`src/uwb_pkg.sv`:
```
// Constants for the upstream memory window base registers of the bridge.
// Assumes a 32-bit Avalon-MM slave with a byte address and one word per register.
package uwb_pkg;

    // ------------------------------------------------------------
    // Register byte offsets
    // ------------------------------------------------------------
    localparam logic [8:0] WIDE_SETUP_LO_OFS = 9'h034;
    localparam logic [8:0] WIDE_SETUP_HI_OFS = 9'h038;
    localparam logic [8:0] PAGED_BASE_OFS = 9'h05C;
    localparam logic [8:0] WIDE_BASE_LO_OFS = 9'h060;
    localparam logic [8:0] WIDE_BASE_HI_OFS = 9'h064;
    localparam logic [8:0] FWD_CTRL_OFS = 9'h068;
    localparam logic [8:0] PAGE_TABLE_OFS = 9'h100;

    // ------------------------------------------------------------
    // Field positions and codes
    // ------------------------------------------------------------
    localparam int FWD_PAGE_LSB = 16;
    localparam int FWD_PAGE_MSB = 19;
    localparam int FWD_ADDR64_BIT = 21;
    localparam int SETUP_EN_BIT = 31;
    localparam int TYPE_LSB = 1;
    localparam int TYPE_MSB = 2;
    localparam int PREFETCH_BIT = 3;
    localparam int PAGE_COUNT = 64;
    localparam int PAGE_SHIFT_BASE = 7;
    localparam int WINDOW_SHIFT_BASE = 13;
    localparam logic [31:0] WIDE_LO_BASE_MASK = 32'hFFFF_F000;
    localparam logic [31:0] FWD_CTRL_WMASK = 32'h002F_0000;
    localparam logic [1:0] TYPE_32 = 2'h0;
    localparam logic [1:0] TYPE_64 = 2'h1;
    localparam logic [3:0] PAGE_CODE_OFF = 4'h0;

    // ------------------------------------------------------------
    // Reset values
    // ------------------------------------------------------------
    localparam logic [31:0] BASE_RESET = 32'h0000_0000;
    localparam logic [31:0] SETUP_RESET = 32'h0000_0000;
    localparam logic [31:0] FWD_CTRL_RESET = 32'h0000_0000;
    localparam logic [63:0] PAGE_TABLE_RESET = 64'h0000_0000_0000_0000;

endpackage : uwb_pkg

```
`src/uwb_match.sv`:
```
// Masked address comparator for one upstream window.
// Assumes base and mask are already cut to the writable bits of the window.
`timescale 1ns/1ps
`default_nettype none
module uwb_match #(
    parameter int W = 64
) (
    input wire logic [W-1:0] base_i,
    input wire logic [W-1:0] mask_i,
    input wire logic [W-1:0] addr_i,
    input wire logic enable_i,
    output logic hit_o
);

    // Only masked bits take part; bits below the window size are ignored
    assign hit_o = enable_i && (|mask_i) && (((addr_i ^ base_i) & mask_i) == '0);

endmodule : uwb_match
`default_nettype wire

```
`src/uwb_windows.sv`:
```
// Upstream paged and wide window base registers with their address decode.
// Assumes a 32-bit Avalon-MM master and a transaction source on the same clock.
`timescale 1ns/1ps
`default_nettype none
module uwb_windows (
    input wire logic core_clk_i,
    input wire logic reset_i,
    input wire logic [8:0] avs_address_i,
    input wire logic avs_read_i,
    input wire logic avs_write_i,
    input wire logic [31:0] avs_writedata_i,
    input wire logic [3:0] avs_byteenable_i,
    output logic [31:0] avs_readdata_o,
    output logic avs_waitrequest_o,
    input wire logic txn_valid_i,
    input wire logic [63:0] txn_addr_i,
    input wire logic txn_dual_addr_i,
    input wire logic txn_down_hit_i,
    output logic paged_hit_o,
    output logic [5:0] paged_page_o,
    output logic wide_hit_o,
    output logic wide_xlate_o,
    output logic fwd_upstream_o
);

    // ------------------------------------------------------------
    // Helper functions
    // ------------------------------------------------------------

    // Merge write data into a register by byte lane and writable mask
    function automatic logic [31:0] be_merge(
        input logic [31:0] old_v,
        input logic [31:0] new_v,
        input logic [3:0] be,
        input logic [31:0] wmask
    );
        logic [31:0] lane;
        lane = {{8{be[3]}}, {8{be[2]}}, {8{be[1]}}, {8{be[0]}}} & wmask;
        be_merge = (old_v & ~lane) | (new_v & lane);
    endfunction : be_merge

    // Writable base mask of the paged window for a page size code
    function automatic logic [31:0] paged_mask(input logic [3:0] code);
        if (code == uwb_pkg::PAGE_CODE_OFF)
        begin
            paged_mask = 32'h0000_0000;
        end
        else
        begin
            paged_mask = 32'hFFFF_FFFF << (uwb_pkg::WINDOW_SHIFT_BASE + int'(code));
        end
    endfunction : paged_mask

    // Page index inside the paged window
    function automatic logic [5:0] page_of(input logic [31:0] a, input logic [3:0] code);
        logic [31:0] s;
        s = a >> (uwb_pkg::PAGE_SHIFT_BASE + int'(code));
        page_of = s[5:0];
    endfunction : page_of

    // ------------------------------------------------------------
    // Register state
    // ------------------------------------------------------------
    logic ack_reg;
    logic [31:0] readdata_reg;
    logic [31:0] paged_base_reg;
    logic [31:0] wide_lo_reg;
    logic [31:0] wide_hi_reg;
    logic [31:0] setup_lo_reg;
    logic [31:0] setup_hi_reg;
    logic [31:0] fwd_ctrl_reg;
    logic [uwb_pkg::PAGE_COUNT-1:0] page_en_reg;
    logic paged_hit_reg;
    logic [5:0] paged_page_reg;
    logic wide_hit_reg;
    logic wide_xlate_reg;
    logic fwd_reg;

    logic bus_req;
    logic wr_go;
    logic [8:0] word_addr;
    logic [3:0] page_code;
    logic addr64_en;
    logic wide64;
    logic [31:0] pmask;
    logic [31:0] lo_wmask;
    logic [31:0] hi_wmask;
    logic [31:0] rd_value;
    logic paged_match;
    logic wide_match;
    logic [5:0] page_c;
    logic page_sel_en;
    logic paged_hit_c;
    logic wide_hit_c;
    logic dual_out_c;

    // ------------------------------------------------------------
    // Configuration decode
    // ------------------------------------------------------------

    // Fields of the forwarding control and setup registers
    assign page_code = fwd_ctrl_reg[uwb_pkg::FWD_PAGE_MSB:uwb_pkg::FWD_PAGE_LSB];
    assign addr64_en = fwd_ctrl_reg[uwb_pkg::FWD_ADDR64_BIT];
    assign pmask = paged_mask(page_code);
    assign wide64 = addr64_en && (setup_lo_reg[uwb_pkg::TYPE_MSB:uwb_pkg::TYPE_LSB] == uwb_pkg::TYPE_64);
    assign lo_wmask = setup_lo_reg[uwb_pkg::SETUP_EN_BIT]
        ? (setup_lo_reg & uwb_pkg::WIDE_LO_BASE_MASK) : 32'h0000_0000;
    assign hi_wmask = (setup_lo_reg[uwb_pkg::SETUP_EN_BIT] && setup_hi_reg[uwb_pkg::SETUP_EN_BIT])
        ? setup_hi_reg : 32'h0000_0000;

    // ------------------------------------------------------------
    // Avalon-MM slave
    // ------------------------------------------------------------

    // Every access waits one cycle, then completes with waitrequest low
    assign bus_req = avs_read_i || avs_write_i;
    assign avs_waitrequest_o = bus_req && !ack_reg;
    assign wr_go = avs_write_i && ack_reg;
    assign word_addr = {avs_address_i[8:2], 2'h0};
    assign avs_readdata_o = readdata_reg;

    // Acknowledge flag, high in the completing cycle only
    always_ff @(posedge core_clk_i or posedge reset_i)
    begin
        if (reset_i)
        begin
            ack_reg <= 1'h0;
        end
        else
        begin
            ack_reg <= bus_req && !ack_reg;
        end
    end

    // Read mux; unmapped words read as zero
    always_comb
    begin
        rd_value = 32'h0000_0000;
        if (avs_address_i[8])
        begin
            rd_value = {31'h0000_0000, page_en_reg[avs_address_i[7:2]]};
        end
        else
        begin
            case (word_addr)
                uwb_pkg::WIDE_SETUP_LO_OFS: rd_value = setup_lo_reg;
                uwb_pkg::WIDE_SETUP_HI_OFS: rd_value = setup_hi_reg;
                uwb_pkg::PAGED_BASE_OFS: rd_value = paged_base_reg & pmask;
                uwb_pkg::WIDE_BASE_LO_OFS: rd_value = (wide_lo_reg & lo_wmask) | {28'h000_0000,
                    setup_lo_reg[uwb_pkg::PREFETCH_BIT], setup_lo_reg[uwb_pkg::TYPE_MSB:uwb_pkg::TYPE_LSB], 1'h0};
                uwb_pkg::WIDE_BASE_HI_OFS: rd_value = wide_hi_reg & hi_wmask;
                uwb_pkg::FWD_CTRL_OFS: rd_value = fwd_ctrl_reg;
                default: rd_value = 32'h0000_0000;
            endcase
        end
    end

    // Read data captured in the waiting cycle, stands through completion
    always_ff @(posedge core_clk_i or posedge reset_i)
    begin
        if (reset_i)
        begin
            readdata_reg <= 32'h0000_0000;
        end
        else if (avs_read_i && !ack_reg)
        begin
            readdata_reg <= rd_value;
        end
    end

    // ------------------------------------------------------------
    // Setup and control registers
    // ------------------------------------------------------------

    // Wide window low setup, written over the Avalon-MM slave
    always_ff @(posedge core_clk_i or posedge reset_i)
    begin
        if (reset_i)
        begin
            setup_lo_reg <= uwb_pkg::SETUP_RESET;
        end
        else if (wr_go && word_addr == uwb_pkg::WIDE_SETUP_LO_OFS && !avs_address_i[8])
        begin
            setup_lo_reg <= be_merge(setup_lo_reg, avs_writedata_i, avs_byteenable_i, 32'hFFFF_FFFF);
        end
    end

    // Wide window upper setup, written over the Avalon-MM slave
    always_ff @(posedge core_clk_i or posedge reset_i)
    begin
        if (reset_i)
        begin
            setup_hi_reg <= uwb_pkg::SETUP_RESET;
        end
        else if (wr_go && word_addr == uwb_pkg::WIDE_SETUP_HI_OFS && !avs_address_i[8])
        begin
            setup_hi_reg <= be_merge(setup_hi_reg, avs_writedata_i, avs_byteenable_i, 32'hFFFF_FFFF);
        end
    end

    // Forwarding control: page size code and 64-bit enable
    always_ff @(posedge core_clk_i or posedge reset_i)
    begin
        if (reset_i)
        begin
            fwd_ctrl_reg <= uwb_pkg::FWD_CTRL_RESET;
        end
        else if (wr_go && word_addr == uwb_pkg::FWD_CTRL_OFS && !avs_address_i[8])
        begin
            fwd_ctrl_reg <= be_merge(fwd_ctrl_reg, avs_writedata_i, avs_byteenable_i, uwb_pkg::FWD_CTRL_WMASK);
        end
    end

    // Page enable table, one bit per page entry
    always_ff @(posedge core_clk_i or posedge reset_i)
    begin
        if (reset_i)
        begin
            page_en_reg <= uwb_pkg::PAGE_TABLE_RESET;
        end
        else if (wr_go && avs_address_i[8] && avs_byteenable_i[0])
        begin
            page_en_reg[avs_address_i[7:2]] <= avs_writedata_i[0];
        end
    end

    // ------------------------------------------------------------
    // Base address registers
    // ------------------------------------------------------------

    // Paged window base, writable bits set by page size
    always_ff @(posedge core_clk_i or posedge reset_i)
    begin
        if (reset_i)
        begin
            paged_base_reg <= uwb_pkg::BASE_RESET;
        end
        else if (wr_go && word_addr == uwb_pkg::PAGED_BASE_OFS && !avs_address_i[8])
        begin
            paged_base_reg <= be_merge(paged_base_reg, avs_writedata_i, avs_byteenable_i, pmask);
        end
    end

    // Wide window low base, writable bits from low setup
    always_ff @(posedge core_clk_i or posedge reset_i)
    begin
        if (reset_i)
        begin
            wide_lo_reg <= uwb_pkg::BASE_RESET;
        end
        else if (wr_go && word_addr == uwb_pkg::WIDE_BASE_LO_OFS && !avs_address_i[8])
        begin
            wide_lo_reg <= be_merge(wide_lo_reg, avs_writedata_i, avs_byteenable_i, lo_wmask);
        end
    end

    // Wide window upper base, writable bits from upper setup
    always_ff @(posedge core_clk_i or posedge reset_i)
    begin
        if (reset_i)
        begin
            wide_hi_reg <= uwb_pkg::BASE_RESET;
        end
        else if (wr_go && word_addr == uwb_pkg::WIDE_BASE_HI_OFS && !avs_address_i[8])
        begin
            wide_hi_reg <= be_merge(wide_hi_reg, avs_writedata_i, avs_byteenable_i, hi_wmask);
        end
    end

    // ------------------------------------------------------------
    // Window decode
    // ------------------------------------------------------------

    // Paged window: 32-bit only, upper address must be zero
    uwb_match #(
        .W(64)
    ) u_paged_match (
        .base_i({32'h0000_0000, paged_base_reg & pmask}),
        .mask_i({32'hFFFF_FFFF, pmask}),
        .addr_i(txn_addr_i),
        .enable_i(page_code != uwb_pkg::PAGE_CODE_OFF),
        .hit_o(paged_match)
    );

    // Wide window: 64-bit compare only when combined, else 32-bit
    uwb_match #(
        .W(64)
    ) u_wide_match (
        .base_i(wide64 ? {wide_hi_reg & hi_wmask, wide_lo_reg & lo_wmask} : {32'h0000_0000, wide_lo_reg & lo_wmask}),
        .mask_i(wide64 ? {hi_wmask, lo_wmask} : {32'hFFFF_FFFF, lo_wmask}),
        .addr_i(txn_addr_i),
        .enable_i(setup_lo_reg[uwb_pkg::SETUP_EN_BIT]),
        .hit_o(wide_match)
    );

    // Page lookup and forwarding decisions
    assign page_c = page_of(txn_addr_i[31:0], page_code);
    assign page_sel_en = page_en_reg[page_c];
    assign paged_hit_c = txn_valid_i && paged_match && page_sel_en;
    assign wide_hit_c = txn_valid_i && wide_match;
    assign dual_out_c = txn_valid_i && txn_dual_addr_i && !txn_down_hit_i;

    // Registered decode results, one cycle after the address
    always_ff @(posedge core_clk_i or posedge reset_i)
    begin
        if (reset_i)
        begin
            paged_hit_reg <= 1'h0;
            paged_page_reg <= 6'h00;
            wide_hit_reg <= 1'h0;
            wide_xlate_reg <= 1'h0;
            fwd_reg <= 1'h0;
        end
        else
        begin
            paged_hit_reg <= paged_hit_c;
            paged_page_reg <= paged_hit_c ? page_c : 6'h00;
            wide_hit_reg <= wide_hit_c;
            wide_xlate_reg <= wide_hit_c && wide64;
            fwd_reg <= paged_hit_c || wide_hit_c || dual_out_c;
        end
    end

    assign paged_hit_o = paged_hit_reg;
    assign paged_page_o = paged_page_reg;
    assign wide_hit_o = wide_hit_reg;
    assign wide_xlate_o = wide_xlate_reg;
    assign fwd_upstream_o = fwd_reg;
endmodule : uwb_windows
`default_nettype wire

```
`config.mk`:
```
export PLATFORM = sky130hd
export DESIGN_NAME = uwb_windows
export DESIGN_NICKNAME = d
export VERILOG_FILES = /design/src/uwb_pkg.sv /design/src/uwb_match.sv /design/src/uwb_windows.sv
export SDC_FILE = /design/constraint.sdc
export NUM_CORES = 1
export LEC_CHECK = 0
export ABC_AREA = 1
export BUFFER_PORTS_ARGS = -buffer_cell sky130_fd_sc_hd__buf_2
export CAP_MARGIN = 10
export CORE_MARGIN = 5
export CORE_UTILIZATION = 61
export CTS_CLUSTER_DIAMETER = 100
export DETAILED_ROUTE_END_ITERATION = 16
export PLACE_DENSITY = 0.92
export SYNTH_ARGS = -nofsm -noshare
export SYNTH_HDL_FRONTEND = slang
export SYNTH_SLANG_ARGS = --single-unit
```
`constraint.sdc`:
```
create_clock -name core_clk_i -period 24.9 [get_ports core_clk_i]
set_input_delay 2.49 -clock core_clk_i [delete_from_list [all_inputs] [get_ports core_clk_i]]
set_output_delay 2.49 -clock core_clk_i [all_outputs]
set_load 0.01 [all_outputs]
```
# After elaboration in Yosys (flattened, before gate mapping)

Cells that the tools add are included.

Output and inout port bits: 43
Input bits: 116
Bits in registers: 299
Word-level logic and storage cells: 116

Bitwise gates (word level): 33
Multiplexer cells: 15
Magnitude comparators: 3
Reductions and logical operators: 40
Shift-type cells: 2
Add/sub/neg operators: 2
Equality and inequality tests: 7

Operators with widths:

| kind                    | number |
|---|---|
| $and A32 B32 Y32        | 16 |
| $or A32 B32 Y32         | 6 |
| $pmux W32 S6            | 1 |
| $and A64 B64 Y64        | 2 |
| $logic_not A64 Y1       | 2 |
| $mux W32                | 4 |
| $mux W64                | 2 |
| $not A32 Y32            | 4 |
| $bwmux W64              | 1 |
| $reduce_or A64 Y1       | 1 |
| $xor A64 B32 Y64        | 1 |
| $xor A64 B64 Y64        | 1 |
| $and A32 B22 Y32        | 1 |
| $not A22 Y32            | 1 |
| $or A32 B4 Y32          | 1 |
| $shl A32 B5 Y32 const A | 1 |
| $shr A32 B5 Y6          | 1 |
| $logic_and A1 B1 Y1     | 29 |
| $eq A7 B5 Y1 const B    | 4 |
| $eq A7 B4 Y1 const B    | 2 |
| $lt A6 B7 Y1 const B    | 2 |
| $bmux W1 S6             | 2 |
| $demux W1 S6            | 1 |
| $ge A6 B1 Y1 const B    | 1 |
| 9 further kinds         | 15 |

# Depth between registers and ports, before layout

Depth in word-level cells: 12
Mapped depth: 18

# By module

Synthesis repeated with hierarchy kept, for this count alone.

Cells, all modules: 2814
Area total of the unflattened synthesis: 17798.3 um2

Modules (own cells, without submodules):

| module      | instances | area an instance (um2) | cells an instance |
|---|---|---|---|
| uwb_windows | 1         | 14435.1                | 1988 |
| uwb_match   | 2         | 1681.6                 | 413 |

# Worst setup path before layout

Ideal clock, no wire load.

Path kind: in2out
Start point: input port avs_write_i
End point: output port avs_waitrequest_o
Buffers on the path: 0
Data required time: 22.410 ns
Stages on the path: 2
Path slack: 19.711 ns
Arrival time: 2.699 ns
Path through: nor2_1 > nor2_1

Longest elaborated chain between the ends: 2

RTL lines:

| what                | RTL line           | text |
|---|---|---|
| from (decl)         | uwb_windows.sv:10  | `input wire logic avs_write_i,` |
| $logic_or A1 B1 Y1  | uwb_windows.sv:116 | `assign bus_req = avs_read_i \|\| avs_write_i;` |
| $logic_and A1 B1 Y1 | uwb_windows.sv:117 | `assign avs_waitrequest_o = bus_req && !ack_reg;` |
| to (decl)           | uwb_windows.sv:14  | `output logic avs_waitrequest_o,` |

No other way between the ends.

# Final worst setup path

Start point: input port avs_address_i[2]
End point: register readdata_reg[17], in the netlist avs_readdata_o[17]

Longest elaborated chain between the ends: 3
Elaborated cells between the ends (all ways): 8

RTL lines:

| what                                                | RTL line           | text |
|---|---|---|
| from (decl)                                         | uwb_windows.sv:8   | `input wire logic [8:0] avs_address_i,` |
| $eq A7 B5 Y1 / $eq A7 B4 Y1 (equally long branches) | uwb_windows.sv:145 | `case (word_addr)` |
| $pmux W32 S6 *                                      | uwb_windows.sv:145 |  |
| $mux W32 *                                          | uwb_windows.sv:139 | `if (avs_address_i[8])` |
| to (signal assigned)                                | uwb_windows.sv:167 | `readdata_reg <= rd_value;` |
| to (decl)                                           | uwb_windows.sv:65  | `logic [31:0] readdata_reg;` |

Every way passes the cells marked *; elsewhere a longest branch is shown, timed or not.
A chain may end at the register's enable or synchronous reset.

==> results.json <==
{
  "routed-via-count": 16200,
  "fill_cells": 2038,
  "final_util_pct": 69.4,
  "finalSetupTns_ns": 0,
  "dieArea_um2": 27900,
  "hold_class": "reg -> reg",
  "synth_ff_type": "dfrtp_1",
  "cts_sinks": 256,
  "reg2reg_slack_ns": 21.10,
  "grt_use_met1_pct": 50.0,
  "grt_max_degree": 120,
  "hold_start": "avs_readdata_o[9]",
  "post_cts_buffers": 0,
  "start_util_pct": 61.9,
  "synth_cell_type_count": 58,
  "synth_top_cell_by_area": "dfrtp_1",
  "fin_skew_ns": 0.0223,
  "grt_antenna_before_repair": 0,
  "grt_pass1_vias": 15300,
  "max-cap-violations": 0,
  "postSynthCellCount": 2093,
  "worstSetupStartpointType": "primary input",
  "yosys_warnings": 0,
  "die_h_um": 167,
  "final_max_slew_viol_count": 0,
  "use_met3_pct": 9.53,
  "ir_worst_vdd_mv": 0.0491,
  "yosys.area.top_type_share_pct": 42.6,
  "syn_nets": 2213,
  "clkTransAtPathRegs_ns": 0.06,
  "tightestPinTransition_ns": 1.25,
  "synthArstFlopShare_pct": 100,
  "cts_buffer_depth": 3,
  "core.rowCount": 57,
  "grt_pass1_wl_mm": 84.2,
  "synth_area_um2": 15000,
  "cts_tree": "built",
  "first_pass_iters": 8,
  "cts_resized": 0,
  "hold_viol": 0,
  "timing.fmax_mhz": 179,
  "rsz0062_at_grt": "no",
  "dp_hpwl_mm": 39.3,
  "globalRouteMet2Util_pct": 58.3,
  "yosys-top-cells-area": "dfrtp_1, nand2_1, o21ai_0",
  "syn_to_final_growth_pct": 12.2,
  "layout_setup_ws_ns": 19.31,
  "register_area_um2": 6410,
  "hold_buffers": 0,
  "whs_path_depth": 2,
  "cts-root-buf": "clkbuf_16",
  "antenna_left": 0,
  "numPortBuffers": 152,
  "r2r_cells": 14,
  "synth_seq_area_share_pct": 42.6,
  "cellLeakagePower_uw": 0.00815,
  "synth_seq_cells": 256,
  "finalNetCount": 2336,
  "track_usage_pct": 37.9,
  "die_w_um": 167,
  "crit_type": "in -> reg",
  "syn_area_per_cell_um2": 7.19,
  "holdWs_ns": 0.476,
  "hold_end": "avs_readdata_o[9]",
  "gp_congestion": 1.00,
  "r2r_end": "paged_page_o[2]",
  "routedWlPerCell_um": 21.3,
  "grt_overflow": 0,
  "cp-end-kind": "flop",
  "cp_data_arrival_time_ns": 5.99,
  "remaining_drc_errors": 0,
  "wirelength_mm": 54.6,
  "relSlewSlack_pct": 16.3,
  "drive_gt1_share_pct": 11.3,
  "place_ws_ns": 19.00,
  "required_ns": 25.30,
  "drtIter0Drc": 2530,
  "layout_min_cycle_time_ns": 5.59,
  "finalCritPeriodShare_pct": 22.5,
  "p_per_area_nw_per_um2": 55.4,
  "insertion_delay_ns": 0.56,
  "multi_input_area_um2": 7350,
  "grt.busiest_layer": "met2",
  "setup_violations": 0,
  "cts_max_level": 1,
  "fp.coreArea_um2": 24300,
  "critical_path_peak_fanout": 19,
  "cts_buffers": 29,
  "routed_via_density": 6.34,
  "n_antenna_cell": 0,
  "outcome": "finished clean",
  "synth_edf_count": 0,
  "ios": 159
}
## worst max-delay path, cell delays in order
cell,delay (ns)
buf_2,0.12
inv_1,0.09
nand3_1,0.24
inv_1,0.22
nand3_1,0.70
clkinv_1,0.96
nand2_1,0.33
o221ai_1,0.16
nor4_1,0.46
o21ai_0,0.19
## per-stage QoR
step	cell area (um^2)	total power, uW	instances
2_1_floorplan	15000	491	2093
3_3_place_gp	16000	528	2509
3_5_place_dp	16000	530	2509
4_1_cts	16900	932	2558
5_1_grt	16900	960	2558
6_report	16900	935	2558
## power by group
part | switching [uW] | leakage (uW) | internal [uW] | total (uW)
combinational | 71.0 | 0.00447 | 25.5 | 96.5
clock | 174 | 0.000432 | 235 | 409
sequential | 6.02 | 0.00325 | 423 | 429
total | 251 | 0.00815 | 684 | 935
## cell type report
cell class,count,area share [%]
Inverter,257,5.77
Timing Repair Buffer,164,5.04
Clock buffer,42,4.83
Sequential cell,256,38.0
Multi-Input combinational cell,1508,43.6
Tap cell,324,2.40
Clock inverter,7,0.437
## cell families (layout without fill, tap and decap cells)
group / after synthesis / after routing / synth area share (%)
buf+inv: 329 / 470 / 8.61
fa+ha+maj: 4 / 4 / 0.333
compound gates: 494 / 494 / 18.7
flops: 256 / 256 / 42.6
mux: 5 / 5 / 0.341
simple gates: 975 / 975 / 27.5
xor+xnor: 30 / 30 / 1.87
## cell usage after synthesis (12+ instances only)
library cell  instances
o21ai_0             221
a31oi_1              24
xnor2_1              12
nand2_1             526
nand3_1             147
o22ai_1              43
o211ai_1             13
nor2_2               12
inv_1               245
buf_2                19
nor3_1               29
dfrtp_1             256
xor2_1               17
a21oi_1             117
nor4_1               14
nor2_1              196
clkbuf_1             43
nand4_1              24
## worst max path at each step
stage                                 from                 end  slack [ns]  depth (start not counted)
after CTS                      avs_write_i   avs_waitrequest_o       19.53                          4
after floorplan                    reset_i           async pin       15.37                          1
after detailed placement  avs_address_i[2]  avs_readdata_o[17]       19.00                         10
after global placement    avs_address_i[2]  avs_readdata_o[17]       19.09                         10
after global routing      avs_address_i[2]  avs_readdata_o[17]       19.32                         10
final                     avs_address_i[2]  avs_readdata_o[17]       19.31                         10
## metal layers
| metal | share of wire, % | up-vias | routed length (um) |
|---|---|---|---|
| met3 | 13 | 255 | 6900 |
| li1 | - | 7215 | - |
| met2 | 44 | 1252 | 23800 |
| met1 | 37 | 7490 | 20300 |
| met4 | 6.5 | 0 | 3570 |
| met5 | 0 | - | 0 |
## cell usage in the layout, fill, tap and decap left out, types with 3 or more instances in the layout
master       n
a211oi_1     7
a21o_1       8
a21oi_1    117
a221oi_1     9
a31oi_1     24
buf_2      152
buf_4       12
clkbuf_1     9
clkbuf_16   29
clkbuf_8     4
clkinv_1     3
dfrtp_1    256
ha_1         4
inv_1      244
inv_2        8
mux2i_1      4
nand2_1    526
nand2_2      5
nand3_1    147
nand4_1     24
nor2_1     195
nor2_2      13
nor2_4       5
nor3_1      28
nor3_2       6
nor3b_1      3
nor4_1      14
o2111ai_1    3
o211ai_1    13
o21a_1      11
o21ai_0    221
o21ai_1      4
o221ai_1     4
o22ai_1     43
o31ai_1      7
o32ai_1      4
o41ai_1      6
xnor2_1     12
xor2_1      17
No activity file was read; power rests on OpenSTA's default activity.
